$ cat config.mk
export PLATFORM = sky130hd
export DESIGN_NAME = udr_core
export DESIGN_NICKNAME = d
export VERILOG_FILES = /design/src/udr_pkg.sv /design/src/udr_core.sv
export SDC_FILE = /design/constraint.sdc
export NUM_CORES = 1
export LEC_CHECK = 0
export BUFFER_PORTS_ARGS = -buffer_cell sky130_fd_sc_hd__buf_4
export CAP_MARGIN = 10
export CORE_ASPECT_RATIO = 0.75
export CORE_MARGIN = 5
export CORE_UTILIZATION = 62
export DETAILED_ROUTE_END_ITERATION = 8
export PLACE_DENSITY_LB_ADDON = 0.08
export RECOVER_POWER = 25
export SLEW_MARGIN = 15
export SYNTH_ARGS = -nofsm -noshare
export SYNTH_HDL_FRONTEND = slang
export SYNTH_SLANG_ARGS = --single-unit
$ cat constraint.sdc
create_clock -name REF_CLK_I -period 5.6 [get_ports REF_CLK_I]
set_input_delay 1.12 -clock REF_CLK_I [delete_from_list [all_inputs] [get_ports REF_CLK_I]]
set_output_delay 1.12 -clock REF_CLK_I [all_outputs]
set_load 0.03 [all_outputs]
$ cat src/udr_pkg.sv
/*
  constants for the uart data word and receive status block.
  assumes a 32-bit apb with word-aligned registers.
*/
package udr_pkg;
  localparam logic [11:0] UDR_OFS_DATA = 12'h000;
  localparam logic [11:0] UDR_OFS_RSR = 12'h004;
  localparam logic [11:0] UDR_OFS_CTRL = 12'h008;
  localparam logic [11:0] UDR_OFS_STAT = 12'h00c;
  // control word fields
  localparam int UDR_CTL_EN = 0;
  localparam int UDR_CTL_FEN = 1;
  localparam int UDR_CTL_PEN = 2;
  localparam int UDR_CTL_EPS = 3;
  localparam int UDR_CTL_SPS = 4;
  localparam logic [4:0] UDR_CTRL_RST = 5'h00;
  // data word fields
  localparam int UDR_DW_FE = 8;
  localparam int UDR_DW_PE = 9;
  localparam int UDR_DW_BE = 10;
  localparam int UDR_DW_OE = 11;
  // status register fields
  localparam int UDR_RS_FE = 0;
  localparam int UDR_RS_PE = 1;
  localparam int UDR_RS_BE = 2;
  localparam int UDR_RS_OE = 3;
  localparam logic [3:0] UDR_RSR_RST = 4'h0;
  // bit time in clock cycles, default 125 MHz / 115200
  localparam int UDR_CLK_HZ = 125000000;
  localparam int UDR_BAUD = 115200;
  localparam int UDR_BIT_CYC = UDR_CLK_HZ / UDR_BAUD;
  localparam int UDR_FIFO_DEPTH = 32;
  typedef enum logic [4:0] {
    UDR_S_IDLE = 5'b00001,
    UDR_S_START = 5'b00010,
    UDR_S_DATA = 5'b00100,
    UDR_S_PAR = 5'b01000,
    UDR_S_STOP = 5'b10000
  } udr_state_t;
endpackage

$ cat src/udr_core.sv
/*
  uart data path: tx fifo/holding, tx serialiser, rx sampler, rx fifo
  with error flags, receive status register and apb slave.
  assumes a serial line partner at the programmed bit time.
*/
// Operation
// - fifo mode pushes data writes to tx fifo
// - non-fifo mode uses single tx holding slot
// - send start, data, optional parity, stop
// - fifo mode stores byte plus three flags
// - non-fifo mode uses single rx holding slot
// - data read maps byte and flags bits
// - overrun bit set when rx store full
// - break when line low past full frame
// - break loads one zero char, waits mark
// - flags travel with the fifo top entry
// - parity error against even/stick selection
// - framing error when stop bit low
// - disable finishes current character first
// - status overrun sets immediately
// - other status bits update on data read
// - any status write clears all errors
// - status bits oe3 be2 pe1 fe0
// - status register resets to zero
// - overrun keeps fifo, drops shift char
// - non-fifo stores have depth one
`timescale 1ns/1ps
module udr_core
  import udr_pkg::*;
#(
  parameter int DEPTH = UDR_FIFO_DEPTH,
  parameter int BIT_CYC = UDR_BIT_CYC
) (
  input wire logic REF_CLK_I,
  input wire logic RST_B_I,
  input wire logic PSEL_I,
  input wire logic PENABLE_I,
  input wire logic PWRITE_I,
  input wire logic [11:0] PADDR_I,
  input wire logic [31:0] PWDATA_I,
  output logic [31:0] PRDATA_O,
  output logic PREADY_O,
  output logic PSLVERR_O,
  input wire logic RXD_I,
  output logic TXD_O
);
  localparam int AW = $clog2(DEPTH);
  localparam int CW = $clog2(BIT_CYC * 12 + 1);

  logic wr_acc, rd_acc;
  logic [4:0] ctrl_q;
  logic [7:0] txf_mem [DEPTH];
  logic [11:0] rxf_mem [DEPTH];
  logic [AW:0] txw_q, txr_q, rxw_q, rxr_q;
  logic [AW:0] tx_cnt, rx_cnt, tx_cap, rx_cap;
  logic tx_full, rx_full, tx_empty, rx_empty;
  logic [3:0] rsr_q;
  logic [31:0] prdata_q;
  logic rx_pop, tx_push;

  assign PREADY_O = 1'b1;
  assign PSLVERR_O = 1'b0;
  assign wr_acc = PSEL_I && PENABLE_I && PWRITE_I;
  assign rd_acc = PSEL_I && PENABLE_I && !PWRITE_I;
  assign PRDATA_O = prdata_q;

  // depth one when fifos are off
  assign tx_cap = ctrl_q[UDR_CTL_FEN] ? (AW+1)'(DEPTH) : (AW+1)'(1);
  assign rx_cap = ctrl_q[UDR_CTL_FEN] ? (AW+1)'(DEPTH) : (AW+1)'(1);
  assign tx_cnt = txw_q - txr_q;
  assign rx_cnt = rxw_q - rxr_q;
  assign tx_full = tx_cnt >= tx_cap;
  assign rx_full = rx_cnt >= rx_cap;
  assign tx_empty = tx_cnt == '0;
  assign rx_empty = rx_cnt == '0;
  // writes to a full store are dropped
  assign tx_push = wr_acc && PADDR_I == UDR_OFS_DATA && !tx_full;
  assign rx_pop = rd_acc && PADDR_I == UDR_OFS_DATA && !rx_empty;

  always_ff @(posedge REF_CLK_I or negedge RST_B_I)
  begin
    if (!RST_B_I)
      ctrl_q <= UDR_CTRL_RST;
    else if (wr_acc && PADDR_I == UDR_OFS_CTRL)
      ctrl_q <= PWDATA_I[4:0];
  end

  // transmit store: fifo or one-deep holding slot at the write pointer
  always_ff @(posedge REF_CLK_I)
  begin
    if (tx_push)
      txf_mem[txw_q[AW-1:0]] <= PWDATA_I[7:0];
  end

  // ---- transmitter
  udr_state_t txs_q;
  logic [CW-1:0] txc_q;
  logic [2:0] txb_q;
  logic [7:0] txsh_q;
  logic txpar_q;
  logic tx_tick;
  assign tx_tick = txc_q == CW'(BIT_CYC - 1);

  always_ff @(posedge REF_CLK_I or negedge RST_B_I)
  begin
    if (!RST_B_I)
      txw_q <= '0;
    else if (tx_push)
      txw_q <= txw_q + 1'b1;
  end

  always_ff @(posedge REF_CLK_I or negedge RST_B_I)
  begin
    if (!RST_B_I)
    begin
      txs_q <= UDR_S_IDLE;
      txc_q <= '0;
      txb_q <= 3'h0;
      txsh_q <= 8'h00;
      txpar_q <= 1'b0;
      txr_q <= '0;
      TXD_O <= 1'b1;
    end
    else
    begin
      txc_q <= (txs_q == UDR_S_IDLE || tx_tick) ? '0 : txc_q + 1'b1;
      case (txs_q)
        UDR_S_IDLE:
          // disable only gates the next start, never a frame in flight
          if (ctrl_q[UDR_CTL_EN] && !tx_empty)
          begin
            txsh_q <= txf_mem[txr_q[AW-1:0]];
            txr_q <= txr_q + 1'b1;
            txs_q <= UDR_S_START;
            TXD_O <= 1'b0;
          end
        UDR_S_START:
          if (tx_tick)
          begin
            txs_q <= UDR_S_DATA;
            TXD_O <= txsh_q[0];
            txpar_q <= txsh_q[0];
            txb_q <= 3'h0;
          end
        UDR_S_DATA:
          if (tx_tick)
          begin
            if (txb_q == 3'h7)
            begin
              if (ctrl_q[UDR_CTL_PEN])
              begin
                txs_q <= UDR_S_PAR;
                TXD_O <= par_bit(txpar_q, ctrl_q);
              end
              else
              begin
                txs_q <= UDR_S_STOP;
                TXD_O <= 1'b1;
              end
            end
            else
            begin
              txb_q <= txb_q + 1'b1;
              TXD_O <= txsh_q[txb_q + 3'h1];
              txpar_q <= txpar_q ^ txsh_q[txb_q + 3'h1];
            end
          end
        UDR_S_PAR:
          if (tx_tick)
          begin
            txs_q <= UDR_S_STOP;
            TXD_O <= 1'b1;
          end
        UDR_S_STOP:
          if (tx_tick)
            txs_q <= UDR_S_IDLE;
        default:
          txs_q <= UDR_S_IDLE;
      endcase
    end
  end

  // parity bit from data xor and even/stick selection
  function automatic logic par_bit(input logic x, input logic [4:0] c);
    if (c[UDR_CTL_SPS])
      par_bit = !c[UDR_CTL_EPS];
    else
      par_bit = c[UDR_CTL_EPS] ? x : !x;
  endfunction

  // ---- receiver
  logic rx_m_q, rx_s_q;
  always_ff @(posedge REF_CLK_I or negedge RST_B_I)
  begin
    if (!RST_B_I)
    begin
      rx_m_q <= 1'b1;
      rx_s_q <= 1'b1;
    end
    else
    begin
      rx_m_q <= RXD_I;
      rx_s_q <= rx_m_q;
    end
  end

  udr_state_t rxs_q;
  logic [CW-1:0] rxc_q;
  logic [2:0] rxb_q;
  logic [7:0] rxsh_q;
  logic rxpar_q, rx_pe_q, rx_wait_q, rx_done, pend_q;
  logic [11:0] pend_word_q;
  logic [CW-1:0] low_q;
  logic [11:0] rx_word;
  logic rx_brk, rx_fe;
  logic ovr_q;

  // full frame: start, 8 data, parity if enabled, stop
  assign rx_brk = low_q > CW'(BIT_CYC * (ctrl_q[UDR_CTL_PEN] ? 11 : 10));
  assign rx_fe = !rx_s_q;
  assign rx_done = rxs_q == UDR_S_STOP && rxc_q == CW'(BIT_CYC/2);

  always_ff @(posedge REF_CLK_I or negedge RST_B_I)
  begin
    if (!RST_B_I)
      low_q <= '0;
    else if (rx_s_q)
      low_q <= '0;
    else if (!rx_brk)
      low_q <= low_q + 1'b1;
  end

  always_ff @(posedge REF_CLK_I or negedge RST_B_I)
  begin
    if (!RST_B_I)
    begin
      rxs_q <= UDR_S_IDLE;
      rxc_q <= '0;
      rxb_q <= 3'h0;
      rxsh_q <= 8'h00;
      rxpar_q <= 1'b0;
      rx_pe_q <= 1'b0;
    end
    else
    begin
      rxc_q <= (rxc_q == CW'(BIT_CYC - 1)) ? '0 : rxc_q + 1'b1;
      case (rxs_q)
        UDR_S_IDLE:
        begin
          rxc_q <= '0;
          // no new char while a break waits for marking
          if (ctrl_q[UDR_CTL_EN] && !rx_s_q && !rx_wait_q && !pend_q)
            rxs_q <= UDR_S_START;
        end
        UDR_S_START:
          if (rxc_q == CW'(BIT_CYC/2))
          begin
            rxs_q <= rx_s_q ? UDR_S_IDLE : UDR_S_DATA;
            rxb_q <= 3'h0;
            rxpar_q <= 1'b0;
          end
        UDR_S_DATA:
          if (rxc_q == CW'(BIT_CYC/2))
          begin
            rxsh_q <= {rx_s_q, rxsh_q[7:1]};
            rxpar_q <= rxpar_q ^ rx_s_q;
            rxb_q <= rxb_q + 1'b1;
            if (rxb_q == 3'h7)
              rxs_q <= ctrl_q[UDR_CTL_PEN] ? UDR_S_PAR : UDR_S_STOP;
          end
        UDR_S_PAR:
          if (rxc_q == CW'(BIT_CYC/2))
          begin
            rx_pe_q <= par_bit(rxpar_q, ctrl_q) != rx_s_q;
            rxs_q <= UDR_S_STOP;
          end
        UDR_S_STOP:
          if (rx_done)
          begin
            rxs_q <= UDR_S_IDLE;
            rx_pe_q <= 1'b0;
          end
        default:
          rxs_q <= UDR_S_IDLE;
      endcase
    end
  end

  // break: one zero char, then wait for the line to go high
  logic brk_ev;
  assign brk_ev = rx_brk && !rx_wait_q;
  always_ff @(posedge REF_CLK_I or negedge RST_B_I)
  begin
    if (!RST_B_I)
      rx_wait_q <= 1'b0;
    else if (brk_ev)
      rx_wait_q <= 1'b1;
    else if (rx_s_q)
      rx_wait_q <= 1'b0;
  end

  // a low stop may be the front of a break: hold that char until the
  // line settles, so a break still leaves one zero entry only
  always_ff @(posedge REF_CLK_I or negedge RST_B_I)
  begin
    if (!RST_B_I)
      pend_q <= 1'b0;
    else if (rx_done && rx_fe && !rx_brk)
      pend_q <= 1'b1;
    else if (brk_ev || rx_s_q)
      pend_q <= 1'b0;
  end

  always_ff @(posedge REF_CLK_I or negedge RST_B_I)
  begin
    if (!RST_B_I)
      pend_word_q <= 12'h000;
    else if (rx_done)
      pend_word_q <= {2'b00, rx_pe_q, 1'b1, rxsh_q};
  end

  logic rx_ev, rx_store;
  assign rx_ev = brk_ev || (rx_done && !rx_fe && !rx_brk)
                 || (pend_q && rx_s_q && !brk_ev);
  assign rx_store = rx_ev && !rx_full;
  assign rx_word = brk_ev ? {1'b0, 1'b1, 1'b0, 1'b1, 8'h00}
                 : pend_q ? pend_word_q
                 : {1'b0, 1'b0, rx_pe_q, rx_fe, rxsh_q};

  always_ff @(posedge REF_CLK_I)
  begin
    if (rx_store)
      rxf_mem[rxw_q[AW-1:0]] <= rx_word;
  end

  always_ff @(posedge REF_CLK_I or negedge RST_B_I)
  begin
    if (!RST_B_I)
      rxw_q <= '0;
    else if (rx_store)
      rxw_q <= rxw_q + 1'b1;
  end

  always_ff @(posedge REF_CLK_I or negedge RST_B_I)
  begin
    if (!RST_B_I)
      rxr_q <= '0;
    else if (rx_pop)
      rxr_q <= rxr_q + 1'b1;
  end

  // overrun in the data word: held until a char fits again
  always_ff @(posedge REF_CLK_I or negedge RST_B_I)
  begin
    if (!RST_B_I)
      ovr_q <= 1'b0;
    else if (rx_ev && rx_full)
      ovr_q <= 1'b1;
    else if (rx_store)
      ovr_q <= 1'b0;
  end

  // status register; set beats the clear
  always_ff @(posedge REF_CLK_I or negedge RST_B_I)
  begin
    if (!RST_B_I)
      rsr_q <= UDR_RSR_RST;
    else
    begin
      if (wr_acc && PADDR_I == UDR_OFS_RSR)
        rsr_q <= 4'h0;
      if (rx_pop)
        rsr_q[2:0] <= {rxf_mem[rxr_q[AW-1:0]][UDR_DW_BE],
                       rxf_mem[rxr_q[AW-1:0]][UDR_DW_PE],
                       rxf_mem[rxr_q[AW-1:0]][UDR_DW_FE]};
      if (rx_ev && rx_full)
        rsr_q[UDR_RS_OE] <= 1'b1;
    end
  end

  // read data registered in the setup phase
  always_ff @(posedge REF_CLK_I or negedge RST_B_I)
  begin
    if (!RST_B_I)
      prdata_q <= 32'h0;
    else if (PSEL_I && !PENABLE_I && !PWRITE_I)
    begin
      case (PADDR_I)
        UDR_OFS_DATA:
          prdata_q <= rx_empty ? 32'h0 :
            {20'h0, ovr_q, rxf_mem[rxr_q[AW-1:0]][10:0]};
        UDR_OFS_RSR:
          prdata_q <= {28'h0, rsr_q};
        UDR_OFS_CTRL:
          prdata_q <= {27'h0, ctrl_q};
        UDR_OFS_STAT:
          prdata_q <= {28'h0, txs_q != UDR_S_IDLE, tx_full, rx_empty,
                       rx_full};
        default:
          prdata_q <= 32'h0;
      endcase
    end
  end

  rsr_clear_a: assert property (@(posedge REF_CLK_I) disable iff (!RST_B_I)
    wr_acc && PADDR_I == UDR_OFS_RSR && !(rx_ev && rx_full) && !rx_pop
    |=> rsr_q == 4'h0) else $error("status not cleared");
  ovr_set_a: assert property (@(posedge REF_CLK_I) disable iff (!RST_B_I)
    rx_ev && rx_full |=> rsr_q[UDR_RS_OE] && ovr_q)
    else $error("overrun not flagged");
  ovr_keep_a: assert property (@(posedge REF_CLK_I) disable iff (!RST_B_I)
    rx_ev && rx_full |=> $stable(rxw_q))
    else $error("fifo written on overrun");
  pop_adv_a: assert property (@(posedge REF_CLK_I) disable iff (!RST_B_I)
    rx_pop |=> rxr_q == $past(rxr_q) + 1'b1)
    else $error("read did not pop");
  depth_one_a: assert property (@(posedge REF_CLK_I) disable iff (!RST_B_I)
    !ctrl_q[UDR_CTL_FEN] |-> rx_cnt <= 1 && tx_cnt <= 1)
    else $error("depth one exceeded");
  start_bit_a: assert property (@(posedge REF_CLK_I) disable iff (!RST_B_I)
    txs_q == UDR_S_IDLE && $past(txs_q) == UDR_S_IDLE
    && ctrl_q[UDR_CTL_EN] && !tx_empty |=> !TXD_O [*2])
    else $error("no start bit");
  brk_wait_a: assert property (@(posedge REF_CLK_I) disable iff (!RST_B_I)
    rx_wait_q |-> rxs_q == UDR_S_IDLE)
    else $error("break wait broken");
  brk_word_a: assert property (@(posedge REF_CLK_I) disable iff (!RST_B_I)
    brk_ev && !rx_full |=> rxf_mem[$past(rxw_q[AW-1:0])][7:0] == 8'h00)
    else $error("break char not zero");
  c_tx_a: cover property (@(posedge REF_CLK_I) tx_push);
  c_rx_a: cover property (@(posedge REF_CLK_I) rx_store);
  c_ovr_a: cover property (@(posedge REF_CLK_I) rx_ev && rx_full);
  c_brk_a: cover property (@(posedge REF_CLK_I) brk_ev);
endmodule

## Word-level counts from Yosys, hierarchy flattened

Memories as Yosys holds them, arrays and structs flattened. A register that Yosys moved wholly into a read port is not among the register bits.
Index checks and enable logic that the tools add are counted.

| word-level totals | value |
|---|---|
| register bits | 150 |
| memory bits (writable) | 608 |
| output and inout bits | 35 |
| logic and storage cells | 215 |
| memories kept | 2 |

Memory list:

| memory | depth | bits a word | read ports | clocked after memory_dff | wr ports | line | text |
|---|---|---|---|---|---|---|---|
| rxf_mem | 32 | 11 | 1 | 0 | 1 | udr_core.sv:53 | `logic [11:0] rxf_mem [DEPTH];` |
| txf_mem | 32 | 8 | 1 | 1 | 1 | udr_core.sv:52 | `logic [7:0] txf_mem [DEPTH];` |

| cells by class | value |
|---|---|
| $add $sub $neg | 11 |
| $mul | 1 |
| magnitude comparators | 4 |
| equal/unequal tests | 34 |
| multiplexer cells | 71 |
| bitwise gates (word level) | 2 |
| reductions and logical operators | 64 |

Operators with widths:

| cell | count |
|---|---|
| $mux 14 | 5 |
| $mux 5 | 13 |
| $pmux 5 s5 | 2 |
| $pmux 12 s4 | 1 |
| $add 14x1->14 const B | 3 |
| $mux 1 | 31 |
| $eq 14x11->1 const B | 2 |
| $ne 2x2->1 const B | 13 |
| $logic_and 1x1->1 | 25 |
| $add 6x1->6 const B | 4 |
| $eq 12x4->1 const B | 2 |
| $mux 3 | 7 |
| $reduce_bool 2->1 | 8 |
| $logic_not 1->1 | 15 |
| $eq 14x10->1 const B | 1 |
| $gt 14x14->1 | 1 |
| $mul 11x4->14 const A | 1 |
| $eq 12x3->1 const B | 1 |
| $ge 6x6->1 | 2 |
| $logic_not 12->1 | 1 |
| $logic_not 6->1 | 2 |
| $mux 12 | 1 |
| $pmux 3 s2 | 2 |
| $reduce_and 6->1 | 2 |
| other kinds (26) | 42 |

## Logic depth before layout (Yosys ltp)

| logic depth | value |
|---|---|
| word-level depth | 10 |
| depth in mapped cells | 17 |
| gate-level depth less buffers | 13 |

## Least setup slack after synthesis

Ideal clock, no wire load.

| path | value |
|---|---|
| path type | reg-to-reg |
| start | register rxr_q[2] |
| end | memory rxf_mem[27][0] (netlist name) (enable) |
| library setup time | 393 ps |
| arrival time | 4,129 ps |
| required time | 5,207 ps |
| setup slack | 1,078 ps |
| cell stages (with the launch flop) | 16 |
| buffers on the path | 3 |
| path through | dfrtp_1 -> clkbuf_1 -> inv_1 -> buf_1 -> ha_1 -> o21ai_0 -> a2111oi_0 -> or3_1 -> ha_1 -> nor3b_1 -> nand2_1 -> o32ai_1 -> o31a_1 -> buf_6 -> nand2_1 -> nor3_1 |

| on the way | value |
|---|---|
| longest elaborated chain between the ends | 6 |

RTL lines:

| what | line | text |
|---|---|---|
| start: declaration | udr_core.sv:54 | `logic [AW:0] txw_q, txr_q, rxw_q, rxr_q;` |
| start signal: assignment | udr_core.sv:349 | `rxr_q <= rxr_q + 1'b1;` |
| $sub 6x6->6 | udr_core.sv:71 | `assign rx_cnt = rxw_q - rxr_q;` |
| $ge 6x6->1 | udr_core.sv:73 | `assign rx_full = rx_cnt >= rx_cap;` |
| $logic_not 1->1 | udr_core.sv:325 | `assign rx_store = rx_ev && !rx_full;` |
| $logic_and 1x1->1 | udr_core.sv:325 |  |
| $mux 1 | udr_core.sv:332 | `if (rx_store)` |
| $mux 1 (not written as such) | udr_core.sv:333 | `rxf_mem[rxw_q[AW-1:0]] <= rx_word;` |
| end: declaration | udr_core.sv:53 |  |

No other way between the ends.

## Worst setup path after layout

| path | value |
|---|---|
| start | register rxr_q[1] |
| end | memory rxf_mem[17][4] (netlist name) (enable) |

The elaborated chain is that of the path after synthesis.

==> results.sh <==
export IMPL_run_status="complete, but fails checks"
export IMPL_violations="capacitance limit, slew limit"
export IMPL_cp_data_required_time_ns=5.83
export IMPL_fmax_mhz=224
export IMPL_switching_share_pct=20.3
export IMPL_drive_gt1_share_pct=21.0
export IMPL_grt_max_degree=103
export IMPL_cts_resized=0
export IMPL_layout_common_cells="608 x edfxtp_1, 186 x mux4_2, 129 x dfrtp_1, 114 x nand2_1, 113 x nor2_1"
export IMPL_met2_usage_pct=34.1
export IMPL_power_switching_mw=2.25
export IMPL_p_leak_nw=11.1
export IMPL_setup_viol=0
export IMPL_worst_pin_slew_ns=2.56
export IMPL_slew_headroom_pct=-70.6
export IMPL_cts_setup_buffers=0
export IMPL_ys_ff_latch=746
export IMPL_clockBufferDepth=3
export IMPL_critical_path_class="reg2reg"
export IMPL_drt_iter0_markers=1590
export IMPL_n_fill_cell=3234
export IMPL_synth_flop_cell="edfxtp_1"
export IMPL_combPwrFrac_pct=2.5
export IMPL_synth_edf_count=608
export IMPL_cts_hold_buf=0
export IMPL_dp_hpwl_um=39800
export IMPL_grt_pass1_wl_um=99200
export IMPL_grt_pass1_vias=15900
export IMPL_cts_buffers=70
export IMPL_dr_pass1_iters=7
export IMPL_rsz0062_at_grt="no"
export IMPL_top_usage_layer="met1"
export IMPL_layout_nets=1919
export IMPL_clock_latency_ns=0.62
export IMPL_final_common_cell="edfxtp_1"
export IMPL_whs_path_depth=0
export IMPL_ys_types=82
export IMPL_met3_usage_pct=6.50
export IMPL_max_stage_delay_ns=0.77
export IMPL_final_util_pct=68.8
export IMPL_max_cap_violations=7
export IMPL_h_tree_depth=3
export IMPL_vias_per_cell=6.33
export IMPL_grt_overflow_total=0
export IMPL_cp_depth=13
export IMPL_min_period_ns=4.46
export IMPL_crit_buf_inv=2
export IMPL_cp_slowest_cell="and3_1"
export IMPL_cp_max_fo=38
export IMPL_slew_viol_final=306
export IMPL_clkTransAtPathRegs_ns=0.06
export IMPL_tns_ns=0
export IMPL_fin_worst_skew_ns=0.0275
export IMPL_syn_area_per_cell_um2=17.6
export IMPL_critPathTopFamily="simple AND/OR/NAND/NOR gates"
export IMPL_dr_total_vias=16100
export IMPL_die_area_um2=54900
export IMPL_synth_area_um2=31200
export IMPL_antenna_found_initial=7
export IMPL_drt_total_wl_um=65200
export IMPL_die_w_um=269
export IMPL_row_count=71
export IMPL_io_pins=85
export IMPL_crit_path_start_kind="register"
export IMPL_cts_sinks=746
export IMPL_io_buffers=38
export IMPL_worstPathCellList="clkinv_1 -> ha_1 -> nand2b_1 -> a21oi_1 -> o32ai_1 -> or3_1 -> ha_1 -> nor3b_1 -> nand2_1 -> o32ai_1 -> o31a_1 -> buf_4 -> and3_1"
export IMPL_start_util_pct=62.4
export IMPL_min_path_type="reg2reg"
export IMPL_power_share_sequential_pct=54.4
export IMPL_clkPwrFrac_pct=43.1
export IMPL_routabilityCongestion=0.834
export IMPL_core_um2=49900
export IMPL_crit_arrival_ns=4.70
export IMPL_post_route_period_util_pct=79.7
export IMPL_cts_tree="done"
export IMPL_netlist_instances=1772
export IMPL_synthArstFlopShare_pct=18.5
export IMPL_finalHoldViolations=0
export IMPL_wire_per_inst_um=25.7
export IMPL_synth_seq_area_share_pct=69.7
export IMPL_crit_path_end_kind="register"
export IMPL_use_met1_pct=39.5
export IMPL_rr_worst_depth=13
export IMPL_yosysWarnings=0
export IMPL_internal_power_mw=8.82
export IMPL_fp_dieH_um=204
export IMPL_vdd_drop_max_uv=291
export IMPL_area_growth_pct=10.3
export IMPL_root_buffer="clkbuf_16"
export IMPL_drc=0
export IMPL_postRouteAntennaNets=0
export IMPL_p_per_area_nw_per_um2=322
export IMPL_gr_usage_all_layers_pct=24.4
cells in the mapped netlist (all sizes together), types with 4 or more instances:
cell type / n / area [um2]
edfxtp: 608 / 18300
mux4: 186 / 4190
dfrtp: 133 / 3330
nor2: 122 / 458
nand2: 114 / 428
buf: 61 / 364
and3: 49 / 307
o21ai: 49 / 245
ha: 42 / 526
clkbuf: 38 / 144
mux2i: 38 / 380
inv: 37 / 139
xor2: 36 / 315
nand3: 34 / 170
xnor2: 31 / 272
a21oi: 24 / 124
mux2: 18 / 203
nand4: 13 / 96.3
nor3: 13 / 70.1
and2: 9 / 56.3
nor2b: 8 / 50.1
nor4: 8 / 98.9
nor3b: 7 / 52.6
dfstp: 5 / 131
nand3b: 5 / 37.5
or3: 5 / 31.3
a211oi: 4 / 30.0
and3b: 4 / 35.0
o32ai: 4 / 35.0
state kept, by name, summed over array words and instances, names as in the netlist, 8 cells and up:
signal / flops
txsh_q: 8
txf_mem: 256
pend_word_q: 10
PRDATA_O: 12
rxsh_q: 8
txc_q: 14
rxf_mem: 352
low_q: 14
rxc_q: 14
area by class of cell:
| type | count | area [um2] | area share [%] |
|---|---|---|---|
| antenna | 3 | 7.51 | 0.0218 |
| multi-input combinational | 909 | 8940 | 26.0 |
| sequential | 746 | 21700 | 63.2 |
| tap | 657 | 822 | 2.39 |
| timing repair buffer | 60 | 430 | 1.25 |
| clock inverter | 29 | 370 | 1.08 |
| clock buffer | 98 | 1920 | 5.58 |
| inverter | 38 | 143 | 0.415 |
worst register-to-register path: stages, from the launching register on:
cell and delay (ns):
dfrtp_4 0.40, clkinv_1 0.30, ha_1 0.42, nand2b_1 0.09, a21oi_1 0.15, o32ai_1 0.13, or3_1 0.33, ha_1 0.20
nor3b_1 0.18, nand2_1 0.08, o32ai_1 0.49, o31a_1 0.22, buf_4 0.31, and3_1 0.79
kinds of logic after synthesis:
family	Yosys count	synth area share [%]
DFF	746	69.7
other	2	0.0241
buffers and inverters	137	2.09
xor gates and xnor gates	67	1.88
and+or+nand+nor	408	6.56
AOI/OAI and AO/OA	126	2.64
muxes	242	15.3
adders and majority gates	44	1.81
final timing paths:
| check | end | slack, ns | start |
|---|---|---|---|
| setup / recovery | rxf_mem[17][4] | 1.14 | rxr_q[1] |
| hold / removal | rx_s_q | 0.36 | rx_m_q |
| setup reg to reg | rxf_mem[17][4] | 1.14 | rxr_q[1] |
| hold reg to reg | rx_s_q | 0.36 | rx_m_q |
| max in group asynchronous | rxr_q[1] | 2.52 | RST_B_I |
| min in group asynchronous | PRDATA_O[7] | 1.25 | RST_B_I |
per-stage QoR:
stage	setup slack [ns]	cells	area, um2	hold WS [ns]	power [mW]
2_1_floorplan	1.08	1792	31200	0.345	6.32
3_3_place_gp	1.22	2410	32100	0.346	6.41
3_5_place_dp	1.20	2410	32100	0.354	6.42
4_1_cts	1.16	2537	34400	0.362	11.2
5_1_grt	0.880	2540	34400	0.364	11.4
6_report	1.14	2540	34400	0.359	11.1
power by group through the flow:
stage	combinational, mW	sequential, mW	clock, mW
6_report	0.275	6.03	4.77
4_1_cts	0.282	6.03	4.84
3_5_place_dp	0.281	6.14	0
3_3_place_gp	0.271	6.14	0
2_1_floorplan	0.194	6.12	0
5_1_grt	0.308	6.03	5.09
metal layers:
metal,wire (um),vias to the layer above
li1,-,7034
met1,29300,8348
met2,28800,600
met3,5900,93
met4,1130,2
met5,12,-
Power figures use the tool's default switching activity.
